`config.mk`:
```
export PLATFORM = sky130hd
export DESIGN_NAME = devstat_regs
export DESIGN_NICKNAME = d
export VERILOG_FILES = /design/src/devstat_pkg.sv /design/src/w1c_flag.sv /design/src/rrl_decode.sv /design/src/devstat_regs.sv
export SDC_FILE = /design/constraint.sdc
export NUM_CORES = 1
export LEC_CHECK = 0
export BUFFER_PORTS_ARGS = -buffer_cell sky130_fd_sc_hd__clkbuf_2
export CORE_ASPECT_RATIO = 1.4
export CORE_MARGIN = 5
export CORE_UTILIZATION = 37
export CTS_CLUSTER_SIZE = 14
export DETAILED_ROUTE_END_ITERATION = 10
export PLACE_DENSITY = 0.77
export RECOVER_POWER = 50
export SLEW_MARGIN = 5
export SYNTH_ARGS = -nofsm -noshare
export SYNTH_HDL_FRONTEND = slang
export SYNTH_SLANG_ARGS = --single-unit
```
`constraint.sdc`:
```
create_clock -name clk_sys -period 1.9 [get_ports clk_sys]
set_input_delay 0.19 -clock clk_sys [delete_from_list [all_inputs] [get_ports clk_sys]]
set_output_delay 0.19 -clock clk_sys [all_outputs]
set_load 0.02 [all_outputs]
```
`src/devstat_pkg.sv`:
```
package devstat_pkg;

  // ----------------------------------------------------------------
  // register map
  // ----------------------------------------------------------------
  // the status word sits at an odd-of-four offset, so offsets are indices
  localparam logic [7:0] DEV_CTL_IDX = 8'h48;
  localparam logic [7:0] DEV_STS_IDX = 8'h4a;
  localparam int ADDR_W = 10;
  localparam int DATA_W = 32;
  localparam int WORD_W = 16;

  // ----------------------------------------------------------------
  // control fields
  // ----------------------------------------------------------------
  localparam int RRL_LSB = 12;
  localparam int RRL_MSB = 14;
  localparam int FRI_BIT = 15;
  localparam logic [2:0] RRL_RESET = 3'h2;
  localparam logic [2:0] RRL_MAX_CODE = 3'h5;
  localparam logic [2:0] RRL_128 = 3'h0;
  localparam logic [11:0] CTL_LOW_RESET = 12'h000;

  // ----------------------------------------------------------------
  // status fields
  // ----------------------------------------------------------------
  localparam int CES_BIT = 0;
  localparam int NFS_BIT = 1;
  localparam int FES_BIT = 2;
  localparam int URS_BIT = 3;
  localparam int AUX_BIT = 4;
  localparam int TXP_BIT = 5;
  localparam int NUM_FLAGS = 4;
  localparam logic [3:0] FLAGS_RESET = 4'h0;

  typedef enum logic [1:0] {
    BUS_IDLE = 2'b01,
    BUS_ACK = 2'b10
  } bus_state_t;

endpackage

```
`src/w1c_flag.sv`:
```
`timescale 1ns/100ps
`default_nettype none
module w1c_flag (
  input wire logic clk_sys,
  input wire logic rst,
  input wire logic set_pulse,
  input wire logic clr_pulse,
  output logic flag
);
  // set wins over a same-cycle clear
  always_ff @(posedge clk_sys or posedge rst) begin
    if (rst) begin
      flag <= 1'b0;
    end else if (set_pulse) begin
      flag <= 1'b1;
    end else if (clr_pulse) begin
      flag <= 1'b0;
    end
  end

  AST_SET_WINS: assert property (@(posedge clk_sys) disable iff (rst)
    set_pulse |=> flag)
    else $error("flag lost on set");
  AST_CLR_ONLY: assert property (@(posedge clk_sys) disable iff (rst)
    clr_pulse && !set_pulse |=> !flag)
    else $error("flag not cleared");
endmodule
`default_nettype wire

```
`src/rrl_decode.sv`:
```
`timescale 1ns/100ps
`default_nettype none
module rrl_decode
  import devstat_pkg::*;
(
  input wire logic [2:0] code,
  output logic [2:0] eff_code
);
  // reserved codes act as the smallest limit
  assign eff_code = (code > RRL_MAX_CODE) ? RRL_128 : code;
endmodule
`default_nettype wire

```
`src/devstat_regs.sv`:
```
// Operation
// - read request limit at control bits 14:12, reset 2, codes 0-5 mean 128-4096 bytes.
// - reserved limit codes 6 and 7 are taken as a 128 byte limit.
// - the limit is storage only and changes no forwarding.
// - control bit 15, function reset initiate, is read-only zero.
// - status bit 0 sets on correctable error, resets 0, write 1 clears.
// - status bit 1 sets on non-fatal error, resets 0, write 1 clears.
// - status bit 2 sets on fatal error, resets 0, write 1 clears.
// - status bit 3 sets on unsupported request, resets 0, write 1 clears.
// - the error flags latch regardless of reporting enables.
// - status bit 4, aux power seen, reads zero always.
// - status bit 5, transactions pending, reads zero always.
//
// Implementation choice: the Wishbone register port.
`timescale 1ns/100ps
`default_nettype none
module devstat_regs
  import devstat_pkg::*;
(
  input wire logic clk_sys,
  input wire logic rst,
  input wire logic wb_cyc_i,
  input wire logic wb_stb_i,
  input wire logic wb_we_i,
  input wire logic [ADDR_W-1:0] wb_adr_i,
  input wire logic [3:0] wb_sel_i,
  input wire logic [DATA_W-1:0] wb_dat_i,
  output logic [DATA_W-1:0] wb_dat_o,
  output logic wb_ack_o,
  output logic wb_err_o,
  input wire logic corr_err_det,
  input wire logic nonfatal_err_det,
  input wire logic fatal_err_det,
  input wire logic unsupp_req_det,
  output logic [2:0] read_request_limit,
  output logic [2:0] read_request_limit_eff,
  output logic [3:0] err_flags
);

  // ----------------------------------------------------------------
  // bus decode
  // ----------------------------------------------------------------
  wire logic req;
  wire logic [7:0] word_idx;
  wire logic hit_ctl;
  wire logic hit_sts;
  wire logic hit_any;
  wire logic wr_ctl;
  wire logic wr_sts;
  wire logic [DATA_W-1:0] rd_data;
  wire logic [WORD_W-1:0] ctl_word;
  wire logic [WORD_W-1:0] sts_word;
  wire logic [NUM_FLAGS-1:0] det_vec;
  wire logic [NUM_FLAGS-1:0] clr_vec;
  wire logic [NUM_FLAGS-1:0] flag_vec;
  wire logic [2:0] eff_code;
  wire logic func_reset_initiate;
  wire logic corr_err_seen;
  wire logic nonfatal_err_seen;
  wire logic fatal_err_seen;
  wire logic unsupp_req_seen;
  wire logic aux_power_seen;
  wire logic txn_pending;
  wire logic [9:0] sts_reserved;
  wire logic [DATA_W-1:0] ctl_rd;
  wire logic [DATA_W-1:0] sts_rd;
  bus_state_t state_reg;
  bus_state_t state_next;
  logic [2:0] rrl_reg;
  logic [2:0] rrl_next;

  // registers take one word each, byte address is index times four
  assign req = wb_cyc_i && wb_stb_i && (state_reg == BUS_IDLE);
  assign word_idx = wb_adr_i[ADDR_W-1:2];
  assign hit_ctl = word_idx == DEV_CTL_IDX;
  assign hit_sts = word_idx == DEV_STS_IDX;
  assign hit_any = hit_ctl || hit_sts;
  assign wr_ctl = req && wb_we_i && hit_ctl && wb_sel_i[1];
  assign wr_sts = req && wb_we_i && hit_sts && wb_sel_i[0];

  // ----------------------------------------------------------------
  // control word
  // ----------------------------------------------------------------
  // only the limit field is held here; bit 15 has no storage
  assign rrl_next = wr_ctl ? wb_dat_i[RRL_MSB:RRL_LSB] : rrl_reg;
  assign func_reset_initiate = 1'b0;
  assign ctl_word = {func_reset_initiate, rrl_reg, CTL_LOW_RESET};

  always_ff @(posedge clk_sys or posedge rst) begin
    if (rst) begin
      rrl_reg <= RRL_RESET;
    end else begin
      rrl_reg <= rrl_next;
    end
  end

  rrl_decode u_rrl_decode (
    .code(rrl_reg),
    .eff_code(eff_code)
  );

  // ----------------------------------------------------------------
  // status word
  // ----------------------------------------------------------------
  // detections feed flags straight, no enable gating
  assign det_vec = {unsupp_req_det, fatal_err_det, nonfatal_err_det, corr_err_det};
  assign clr_vec = wr_sts ? wb_dat_i[NUM_FLAGS-1:0] : FLAGS_RESET;

  genvar gi;
  generate
    for (gi = 0; gi < NUM_FLAGS; gi++) begin : g_flag
      w1c_flag u_flag (
        .clk_sys(clk_sys),
        .rst(rst),
        .set_pulse(det_vec[gi]),
        .clr_pulse(clr_vec[gi]),
        .flag(flag_vec[gi])
      );
    end
  endgenerate

  assign corr_err_seen = flag_vec[CES_BIT];
  assign nonfatal_err_seen = flag_vec[NFS_BIT];
  assign fatal_err_seen = flag_vec[FES_BIT];
  assign unsupp_req_seen = flag_vec[URS_BIT];

  // aux power, pending and reserved bits are constant zero
  assign aux_power_seen = 1'b0;
  assign txn_pending = 1'b0;
  assign sts_reserved = 10'h000;
  assign sts_word = {sts_reserved, txn_pending, aux_power_seen, unsupp_req_seen,
                     fatal_err_seen, nonfatal_err_seen, corr_err_seen};

  // upper half of each word reads zero
  assign ctl_rd = {16'h0000, ctl_word};
  assign sts_rd = {16'h0000, sts_word};
  assign rd_data = hit_ctl ? ctl_rd :
                   hit_sts ? sts_rd : 32'h0000_0000;

  // ----------------------------------------------------------------
  // bus handshake
  // ----------------------------------------------------------------
  always_comb begin
    state_next = state_reg;
    case (state_reg)
      BUS_IDLE: begin
        if (wb_cyc_i && wb_stb_i) begin
          state_next = BUS_ACK;
        end
      end
      BUS_ACK: begin
        state_next = BUS_IDLE;
      end
      default: begin
        state_next = BUS_IDLE;
      end
    endcase
  end

  always_ff @(posedge clk_sys or posedge rst) begin
    if (rst) begin
      state_reg <= BUS_IDLE;
      wb_ack_o <= 1'b0;
      wb_err_o <= 1'b0;
      wb_dat_o <= 32'h0000_0000;
    end else begin
      state_reg <= state_next;
      wb_ack_o <= req && hit_any;
      wb_err_o <= req && !hit_any;
      wb_dat_o <= req ? rd_data : 32'h0000_0000;
    end
  end

  // ----------------------------------------------------------------
  // outputs
  // ----------------------------------------------------------------
  // limit is advisory only, no forwarding path reads it
  always_ff @(posedge clk_sys or posedge rst) begin
    if (rst) begin
      read_request_limit <= RRL_RESET;
      read_request_limit_eff <= RRL_RESET;
      err_flags <= FLAGS_RESET;
    end else begin
      read_request_limit <= rrl_reg;
      read_request_limit_eff <= eff_code;
      err_flags <= flag_vec;
    end
  end

  // ----------------------------------------------------------------
  // checks
  // ----------------------------------------------------------------
  AST_RRL_WRITE: assert property (@(posedge clk_sys) disable iff (rst)
    wr_ctl |=> rrl_reg == $past(wb_dat_i[RRL_MSB:RRL_LSB]))
    else $error("limit field not written");
  AST_RRL_RESERVED: assert property (@(posedge clk_sys) disable iff (rst)
    rrl_reg > RRL_MAX_CODE |=> read_request_limit_eff == RRL_128)
    else $error("reserved limit not mapped to 128");
  AST_FRI_ZERO: assert property (@(posedge clk_sys) disable iff (rst)
    wb_ack_o && $past(hit_ctl && !wb_we_i) |-> !wb_dat_o[FRI_BIT])
    else $error("function reset bit read nonzero");
  AST_CORR_SET: assert property (@(posedge clk_sys) disable iff (rst)
    corr_err_det |=> ##1 err_flags[CES_BIT])
    else $error("correctable flag not seen");
  AST_NONFATAL_SET: assert property (@(posedge clk_sys) disable iff (rst)
    nonfatal_err_det |=> flag_vec[NFS_BIT])
    else $error("nonfatal flag not set");
  AST_FATAL_SET: assert property (@(posedge clk_sys) disable iff (rst)
    fatal_err_det |=> flag_vec[FES_BIT])
    else $error("fatal flag not set");
  AST_UR_CLEAR: assert property (@(posedge clk_sys) disable iff (rst)
    wr_sts && wb_dat_i[URS_BIT] && !unsupp_req_det |=> !flag_vec[URS_BIT])
    else $error("unsupported request flag not cleared");
  AST_STS_ZEROS: assert property (@(posedge clk_sys) disable iff (rst)
    wb_ack_o && $past(hit_sts && !wb_we_i) |-> wb_dat_o[WORD_W-1:AUX_BIT] == 12'h000)
    else $error("constant status bits nonzero");
  AST_TXP_ZERO: assert property (@(posedge clk_sys) disable iff (rst)
    wb_ack_o && $past(hit_sts && !wb_we_i) |-> wb_dat_o[DATA_W-1:TXP_BIT] == 27'h0)
    else $error("pending or reserved bits nonzero");
  AST_ACK_ONE: assert property (@(posedge clk_sys) disable iff (rst)
    wb_ack_o |=> !wb_ack_o && !wb_err_o)
    else $error("ack held over two cycles");

  // ----------------------------------------------------------------
  // checks: handshake
  // ----------------------------------------------------------------
  // answer state always falls back to idle, so a held request is retaken
  AST_ERR_ONE: assert property (@(posedge clk_sys) disable iff (rst)
    wb_err_o |=> !wb_err_o && !wb_ack_o)
    else $error("err held over two cycles");
  AST_ACK_ERR_EXCL: assert property (@(posedge clk_sys) disable iff (rst)
    !(wb_ack_o && wb_err_o))
    else $error("ack and err together");
  AST_MAPPED_ACK: assert property (@(posedge clk_sys) disable iff (rst)
    req && hit_any |=> wb_ack_o)
    else $error("mapped request not acknowledged");
  AST_UNMAPPED_ERR: assert property (@(posedge clk_sys) disable iff (rst)
    req && !hit_any |=> wb_err_o)
    else $error("unmapped request not refused");
  AST_NO_SPURIOUS: assert property (@(posedge clk_sys) disable iff (rst)
    wb_ack_o || wb_err_o |-> $past(req))
    else $error("answer without request");
  AST_STATE_RETURN: assert property (@(posedge clk_sys) disable iff (rst)
    state_reg == BUS_ACK |=> state_reg == BUS_IDLE)
    else $error("handshake stuck in answer state");
  AST_STATE_ONEHOT: assert property (@(posedge clk_sys) disable iff (rst)
    $onehot(state_reg))
    else $error("handshake state not one-hot");
  AST_DAT_IDLE: assert property (@(posedge clk_sys) disable iff (rst)
    !wb_ack_o |-> wb_dat_o == 32'h0000_0000)
    else $error("read data not zero outside ack");
  AST_UPPER_ZERO: assert property (@(posedge clk_sys) disable iff (rst)
    wb_ack_o |-> wb_dat_o[DATA_W-1:WORD_W] == 16'h0000)
    else $error("upper half of word nonzero");
  AST_CTL_WRITE_ACK: assert property (@(posedge clk_sys) disable iff (rst)
    wr_ctl |=> wb_ack_o)
    else $error("control write not acknowledged");
  AST_STS_WRITE_ACK: assert property (@(posedge clk_sys) disable iff (rst)
    wr_sts |=> wb_ack_o)
    else $error("status write not acknowledged");

  // ----------------------------------------------------------------
  // checks: control word
  // ----------------------------------------------------------------
  AST_CTL_READ: assert property (@(posedge clk_sys) disable iff (rst)
    wb_ack_o && $past(hit_ctl && !wb_we_i) |->
      wb_dat_o == {16'h0000, 1'b0, $past(rrl_reg), CTL_LOW_RESET})
    else $error("control read data wrong");
  AST_RRL_HOLD: assert property (@(posedge clk_sys) disable iff (rst)
    !wr_ctl |=> $stable(rrl_reg))
    else $error("limit changed without write");
  AST_CTL_LANE: assert property (@(posedge clk_sys) disable iff (rst)
    req && wb_we_i && hit_ctl && !wb_sel_i[1] |=> $stable(rrl_reg))
    else $error("limit written without its byte lane");
  AST_READ_KEEPS: assert property (@(posedge clk_sys) disable iff (rst)
    req && !wb_we_i |=> $stable(rrl_reg))
    else $error("limit changed by a read");
  AST_UNMAPPED_KEEPS: assert property (@(posedge clk_sys) disable iff (rst)
    req && !hit_any |=> $stable(rrl_reg))
    else $error("limit changed by unmapped access");

  // ----------------------------------------------------------------
  // checks: status word
  // ----------------------------------------------------------------
  AST_CORR_CLEAR: assert property (@(posedge clk_sys) disable iff (rst)
    wr_sts && wb_dat_i[CES_BIT] && !corr_err_det |=> !flag_vec[CES_BIT])
    else $error("correctable flag not cleared");
  AST_NONFATAL_CLEAR: assert property (@(posedge clk_sys) disable iff (rst)
    wr_sts && wb_dat_i[NFS_BIT] && !nonfatal_err_det |=> !flag_vec[NFS_BIT])
    else $error("nonfatal flag not cleared");
  AST_FATAL_CLEAR: assert property (@(posedge clk_sys) disable iff (rst)
    wr_sts && wb_dat_i[FES_BIT] && !fatal_err_det |=> !flag_vec[FES_BIT])
    else $error("fatal flag not cleared");
  AST_UR_SET: assert property (@(posedge clk_sys) disable iff (rst)
    unsupp_req_det |=> flag_vec[URS_BIT])
    else $error("unsupported request flag not set");
  AST_FLAG_HOLD: assert property (@(posedge clk_sys) disable iff (rst)
    !wr_sts && det_vec == FLAGS_RESET |=> $stable(flag_vec))
    else $error("flags changed without cause");
  AST_CLEAR_MASK: assert property (@(posedge clk_sys) disable iff (rst)
    wr_sts && det_vec == FLAGS_RESET |=>
      flag_vec == ($past(flag_vec) & ~$past(wb_dat_i[NUM_FLAGS-1:0])))
    else $error("clear touched the wrong flags");
  AST_STS_READ: assert property (@(posedge clk_sys) disable iff (rst)
    wb_ack_o && $past(hit_sts && !wb_we_i) |->
      wb_dat_o[NUM_FLAGS-1:0] == $past(flag_vec))
    else $error("status read data wrong");
  AST_AUX_ZERO: assert property (@(posedge clk_sys) disable iff (rst)
    wb_ack_o && $past(hit_sts && !wb_we_i) |-> !wb_dat_o[AUX_BIT])
    else $error("aux power bit read nonzero");

  // ----------------------------------------------------------------
  // checks: outputs
  // ----------------------------------------------------------------
  AST_LIMIT_OUT: assert property (@(posedge clk_sys) disable iff (rst)
    1'b1 |=> read_request_limit == $past(rrl_reg))
    else $error("limit output does not follow field");
  AST_EFF_PASS: assert property (@(posedge clk_sys) disable iff (rst)
    (rrl_reg <= RRL_MAX_CODE) |=> read_request_limit_eff == $past(rrl_reg))
    else $error("defined limit code altered");
  AST_EFF_RANGE: assert property (@(posedge clk_sys) disable iff (rst)
    read_request_limit_eff <= RRL_MAX_CODE)
    else $error("effective limit out of range");
  AST_FLAG_COPY: assert property (@(posedge clk_sys) disable iff (rst)
    1'b1 |=> err_flags == $past(flag_vec))
    else $error("flag output does not follow flags");
  AST_NONFATAL_SEEN: assert property (@(posedge clk_sys) disable iff (rst)
    nonfatal_err_det |=> ##1 err_flags[NFS_BIT])
    else $error("nonfatal flag not seen");
  AST_FATAL_SEEN: assert property (@(posedge clk_sys) disable iff (rst)
    fatal_err_det |=> ##1 err_flags[FES_BIT])
    else $error("fatal flag not seen");
  AST_UR_SEEN: assert property (@(posedge clk_sys) disable iff (rst)
    unsupp_req_det |=> ##1 err_flags[URS_BIT])
    else $error("unsupported request flag not seen");

  COV_CTL_WRITE: cover property (@(posedge clk_sys) disable iff (rst) wr_ctl);
  COV_STS_CLEAR: cover property (@(posedge clk_sys) disable iff (rst)
    wr_sts && |wb_dat_i[NUM_FLAGS-1:0]);
  COV_SET_CLR: cover property (@(posedge clk_sys) disable iff (rst)
    wr_sts && wb_dat_i[CES_BIT] && corr_err_det);
  COV_UNMAPPED: cover property (@(posedge clk_sys) disable iff (rst) wb_err_o);
  COV_RESERVED_CODE: cover property (@(posedge clk_sys) disable iff (rst)
    rrl_reg > RRL_MAX_CODE);

endmodule
`default_nettype wire

```
# Word-level counts from Yosys, hierarchy flattened
# Index checks and enable logic that the tools add are counted.
word_totals:
  out_inout_bits: 44
  ff_bits: 36
  wordCells: 47
  in_bits: 55
classes:
  magnitude_cmp: 1
  reduce_logical: 15
  n_mux: 15
  eq_ne: 4
op_table:
  columns: ["op", "n"]
  rows:
  - ["$mux 15", 2]
  - ["$eq 8x7->1 const B", 2]
  - ["$logic_and 1x1->1", 9]
  - ["$mux 1", 8]
  - ["$mux 4", 2]
  - ["$reduce_bool 2->1", 4]
  - ["$mux 2", 2]
  - ["$gt 3x3->1 const B", 1]
  - ["$mux 3", 1]
  - ["$eq 2x1->1 const B", 1]
  - ["$ne 2x2->1 const B", 1]
  - ["$logic_not 1->1", 1]
  - ["$logic_or 1x1->1", 1]

# Logic depth before layout (Yosys ltp)
depth:
  ltp_word: 8
  depth_mapped: 3
  mapped_depth_nobuf: 3

# Cells and area by module
# A second synthesis with hierarchy kept.
hier_totals:
  hier_cells: 102
  area_unflattened_um2: 1194.9
by_module_without_submodules:
  columns: ["module", "cells_each", "n_inst", "seq_area_each_um2", "area_per_inst_um2"]
  rows:
  - ["devstat_regs", 83, 1, 605.6, 1012.2]
  - ["w1c_flag", 4, 4, 25.0, 40.0]
  - ["rrl_decode", 3, 1, 0.0, 22.5]

# Worst setup path after synthesis
# OpenSTA, ideal clock, no wires.
synth_timing:
  path_type: "input port to flip-flop"
  startpoint: "input port wb_adr_i[7]"
  endpoint: "register rrl_reg[0]"
  path_stages: 3
  arrival_time_ns: 1.438
  slack_ns: 0.335
  setup_ns: 0.128
  n_path_buf: 0
  t_required_ns: 1.772
  path_cell_list: "or4b_4 -> nor4_4 -> mux2_1"
synth_between:
  elab_chain_len: 3
synth_lines:
  columns: ["item", "line", "rtl"]
  rows:
  - ["start, declared", "devstat_regs.sv:25", "input wire logic [ADDR_W-1:0] wb_adr_i,"]
  - ["$eq 8x7->1", "devstat_regs.sv:75", "assign hit_ctl = word_idx == DEV_CTL_IDX;"]
  - ["$logic_and 1x1->1 (2 in a row)", "devstat_regs.sv:78", "assign wr_ctl = req && wb_we_i && hit_ctl && wb_sel_i[1];"]
  - ["end signal, assigned", "devstat_regs.sv:93", "rrl_reg <= rrl_next;"]
  - ["end, declared", "devstat_regs.sv:69", "logic [2:0] rrl_reg;"]
# Every way passes these cells.
# A chain may end at the register's enable or synchronous reset.

# Worst setup path after layout
layout_timing:
  startpoint: "register state_reg[0]"
  endpoint: "register rrl_reg[0]"
layout_between:
  elab_chain_len: 5
layout_lines:
  columns: ["item", "line", "rtl"]
  rows:
  - ["start, declared", "devstat_regs.sv:67", "bus_state_t state_reg;"]
  - ["start signal, assigned", "devstat_regs.sv:167", "state_reg <= state_next;"]
  - ["$eq 2x1->1", "devstat_regs.sv:73", "assign req = wb_cyc_i && wb_stb_i && (state_reg == BUS_IDLE);"]
  - ["$logic_and 1x1->1", "devstat_regs.sv:73", null]
  - ["$logic_and 1x1->1 (3 in a row)", "devstat_regs.sv:78", null]
# Every way passes these cells.

==> results.cfg <==
[detailed_routing]
drc_errors = 0
ant_nets = 0
routed_wl_um = 2040
wl_per_cell_um = 11.4
drt-initial-drc-count = 15
viasPerCell = 4.07
first_pass_iters = 3
vias = 725

[yosys]
yosysSeqAreaShare_pct = 60.8
synth_top_area_cell = dfrtp_1
ys_types = 20
synth.cell_area_sq_um = 1160
ys_warn_count = 0
synthTopCellsByArea = dfrtp_1 (52%), buf_4 (16%), dfstp_2 (9.1%)
synth_top_area_share_pct = 51.8
syn_inst = 91
synth-seq-cells = 28
syn_avg_cell_area_sq_um = 12.7

[finish]
reg_top3 = wb_dat_o (7), err_flags (4), g_flag.u_flag.flag (4)
areaGrowthSynthToFinish_pct = 19.8
fill_cells = 287
finalNetCount = 195
largest_register_ffs = 7
fin_util_pct = 45.4
antennaDiodeCount = 0
fin_area_sq_um = 1390
regMostFlops = wb_dat_o
layoutNonFillerInstCount = 178
layout-drive-gt1-share_pct = 40.3

[timing]
hold_ws_ps = -3.14
max_freq_ghz = 0.579
slew_headroom_pct = 55.1
fin_skew_ps = 2.07
finalWorstSetupSlack_ps = 173
slew_viol_final = 0
setup_violations = 0
fin_crit_sh_pct = 90.9
period_needed_ps = 1730
fin_setup_tns_ps = 0
worst_pin_slew_ps = 673
hold_viol = 3
rsz0062_at_grt = false

[power_and_ir_drop]
ir_drop_mv = 0.309
p_leak_uw = 0.000778
power_density_nw_per_um2 = 753

[place]
placed_area_sq_um = 1340
dp_slack_ps = 160
placed_cells = 174
io_buffers = 44
gp_congestion = 0.771
dpl.hpwl_um = 1760

[critical_path]
timing.rr.end = rrl_reg[0]$_DFFE_PP0P_
slowest_stage = dfstp_2
worstSetupPathType = flop to flop
endpoint_kind = flop
r2r-start = state_reg[0]$_DFFE_PP1P_
cp.arrival_ps = 1870
cp_max_fo = 6
cp_cell_sequence = nand4b_1, nor4_4, mux2_1
required_ps = 2040
crit_path_start_kind = flop
slowest_delay_ps = 530
regToRegSetupSlack_ps = 170
ff2ff_path_depth = 3

[die]
io_pins = 99
core_sq_um = 3060
num_rows = 24
start_util_pct = 37.9
dieHeight_um = 76.2
dieWidth_um = 57.3
floorplan.die_area_sq_um = 4370

[run_status]
outcome = complete, but fails checks
failed_checks = hold timing

[cts]
ctsRootBufferMaster = clkbuf_8
insertion_delay_ps = 260
cts_buffers = 3
clkSinkCount = 28
path_clk_slew_ps = 80
cts_hold_buffers = 0
cts-htree-levels = 1
cts_buffer_depth = 2
postCtsResizedCells = 0
cts_tree = yes
post_cts.repair.setup_buffers = 0

[run]
cap_viol_max_count = 0

[global_route]
grt_pass1_wl_um = 3350
grt_max_degree = 21
grt_pass1_vias = 788
grt_usage_pct = 9.53
grt_antenna_before_repair = 0
grt-ovfl-total = 0

[worst_hold_path]
hold_path.class = primary input to asynchronous set/reset pin
-- metrics by stage --
step	power [uW]	hold slack, ps
after floorplan	722	252
after global placement	716	286
after detailed placement	720	307
after CTS	1060	21.4
after global routing	1090	88.6
final	1050	-3.14
-- worst max-delay path: cells and delay by family, from the launching register on --
family,cells,cell delay [ps]
simple gates,2,730
flops,1,530
mux,1,360
-- kinds of logic after synthesis --
kind of cell    share of synthesized area, %
buf+inv                                 18.1
compound gates                          2.80
other cells                            0.323
mux                                     2.91
simple gates                            15.0
flops                                   60.8
-- area by class of cell --
class	count	area (sq um)	area share [%]
clock buffer	4	55.1	3.96
inverter	6	22.5	1.62
multi-input combinational	56	334	24.0
sequential	28	706	50.8
tap	39	48.8	3.51
timing repair buffer	45	224	16.1
-- metal layers --
metal | routed length [um] | track usage [%] | up-vias
li1 | - | - | 344
met1 | 703 | 9.73 | 330
met2 | 1030 | 17.2 | 49
met3 | 278 | 3.56 | 2
met4 | 19 | 3.48 | 0
met5 | 0 | 0 | -
-- cells in the mapped netlist --
cell and number:
a21boi_0 1, a31oi_1 4, and3_1 4, and3b_1 3
buf_4 25, conb_1 1, dfrtp_1 24, dfstp_2 4
inv_1 6, mux2_1 3, nand3_1 1, nand3b_1 1
nand4b_1 1, nor2_1 6, nor2b_1 2, nor3_2 1
nor4_2 1, nor4_4 1, or3b_2 1, or4b_4 1
-- worst max path at each step --
| stage | endpoint | slack [ps] | start |
|---|---|---|---|
| after floorplan | rrl_reg[0]$_DFFE_PP0P_ | 330 | wb_adr_i[7] |
| after global placement | rrl_reg[0]$_DFFE_PP0P_ | 200 | wb_adr_i[7] |
| after detailed placement | rrl_reg[0]$_DFFE_PP0P_ | 160 | state_reg[0]$_DFFE_PP1P_ |
| after CTS | rrl_reg[0]$_DFFE_PP0P_ | 150 | state_reg[0]$_DFFE_PP1P_ |
| after global routing | rrl_reg[0]$_DFFE_PP0P_ | 50 | state_reg[0]$_DFFE_PP1P_ |
| final | rrl_reg[0]$_DFFE_PP0P_ | 170 | state_reg[0]$_DFFE_PP1P_ |
-- report_power, final --
group	total [uW]	internal (uW)	switching, uW
combinational	104	26.1	77.6
clock	340	185	155
sequential	604	602	1.78
-- cell usage in the layout (no fill, tap or decap), drive strengths merged --
cell and n:
conb 25, and3b 3, a31oi 4, nand3 1, mux2 3, dfrtp 24
dfstp 4, nor2 6, or4b 1, clkbuf 49, nor2b 2, nand3b 1
inv 6, and3 4, nor3 1, or3b 1, a21boi 1, nor4 2
nand4b 1
Note: power is estimated with default switching activity, not from simulation.
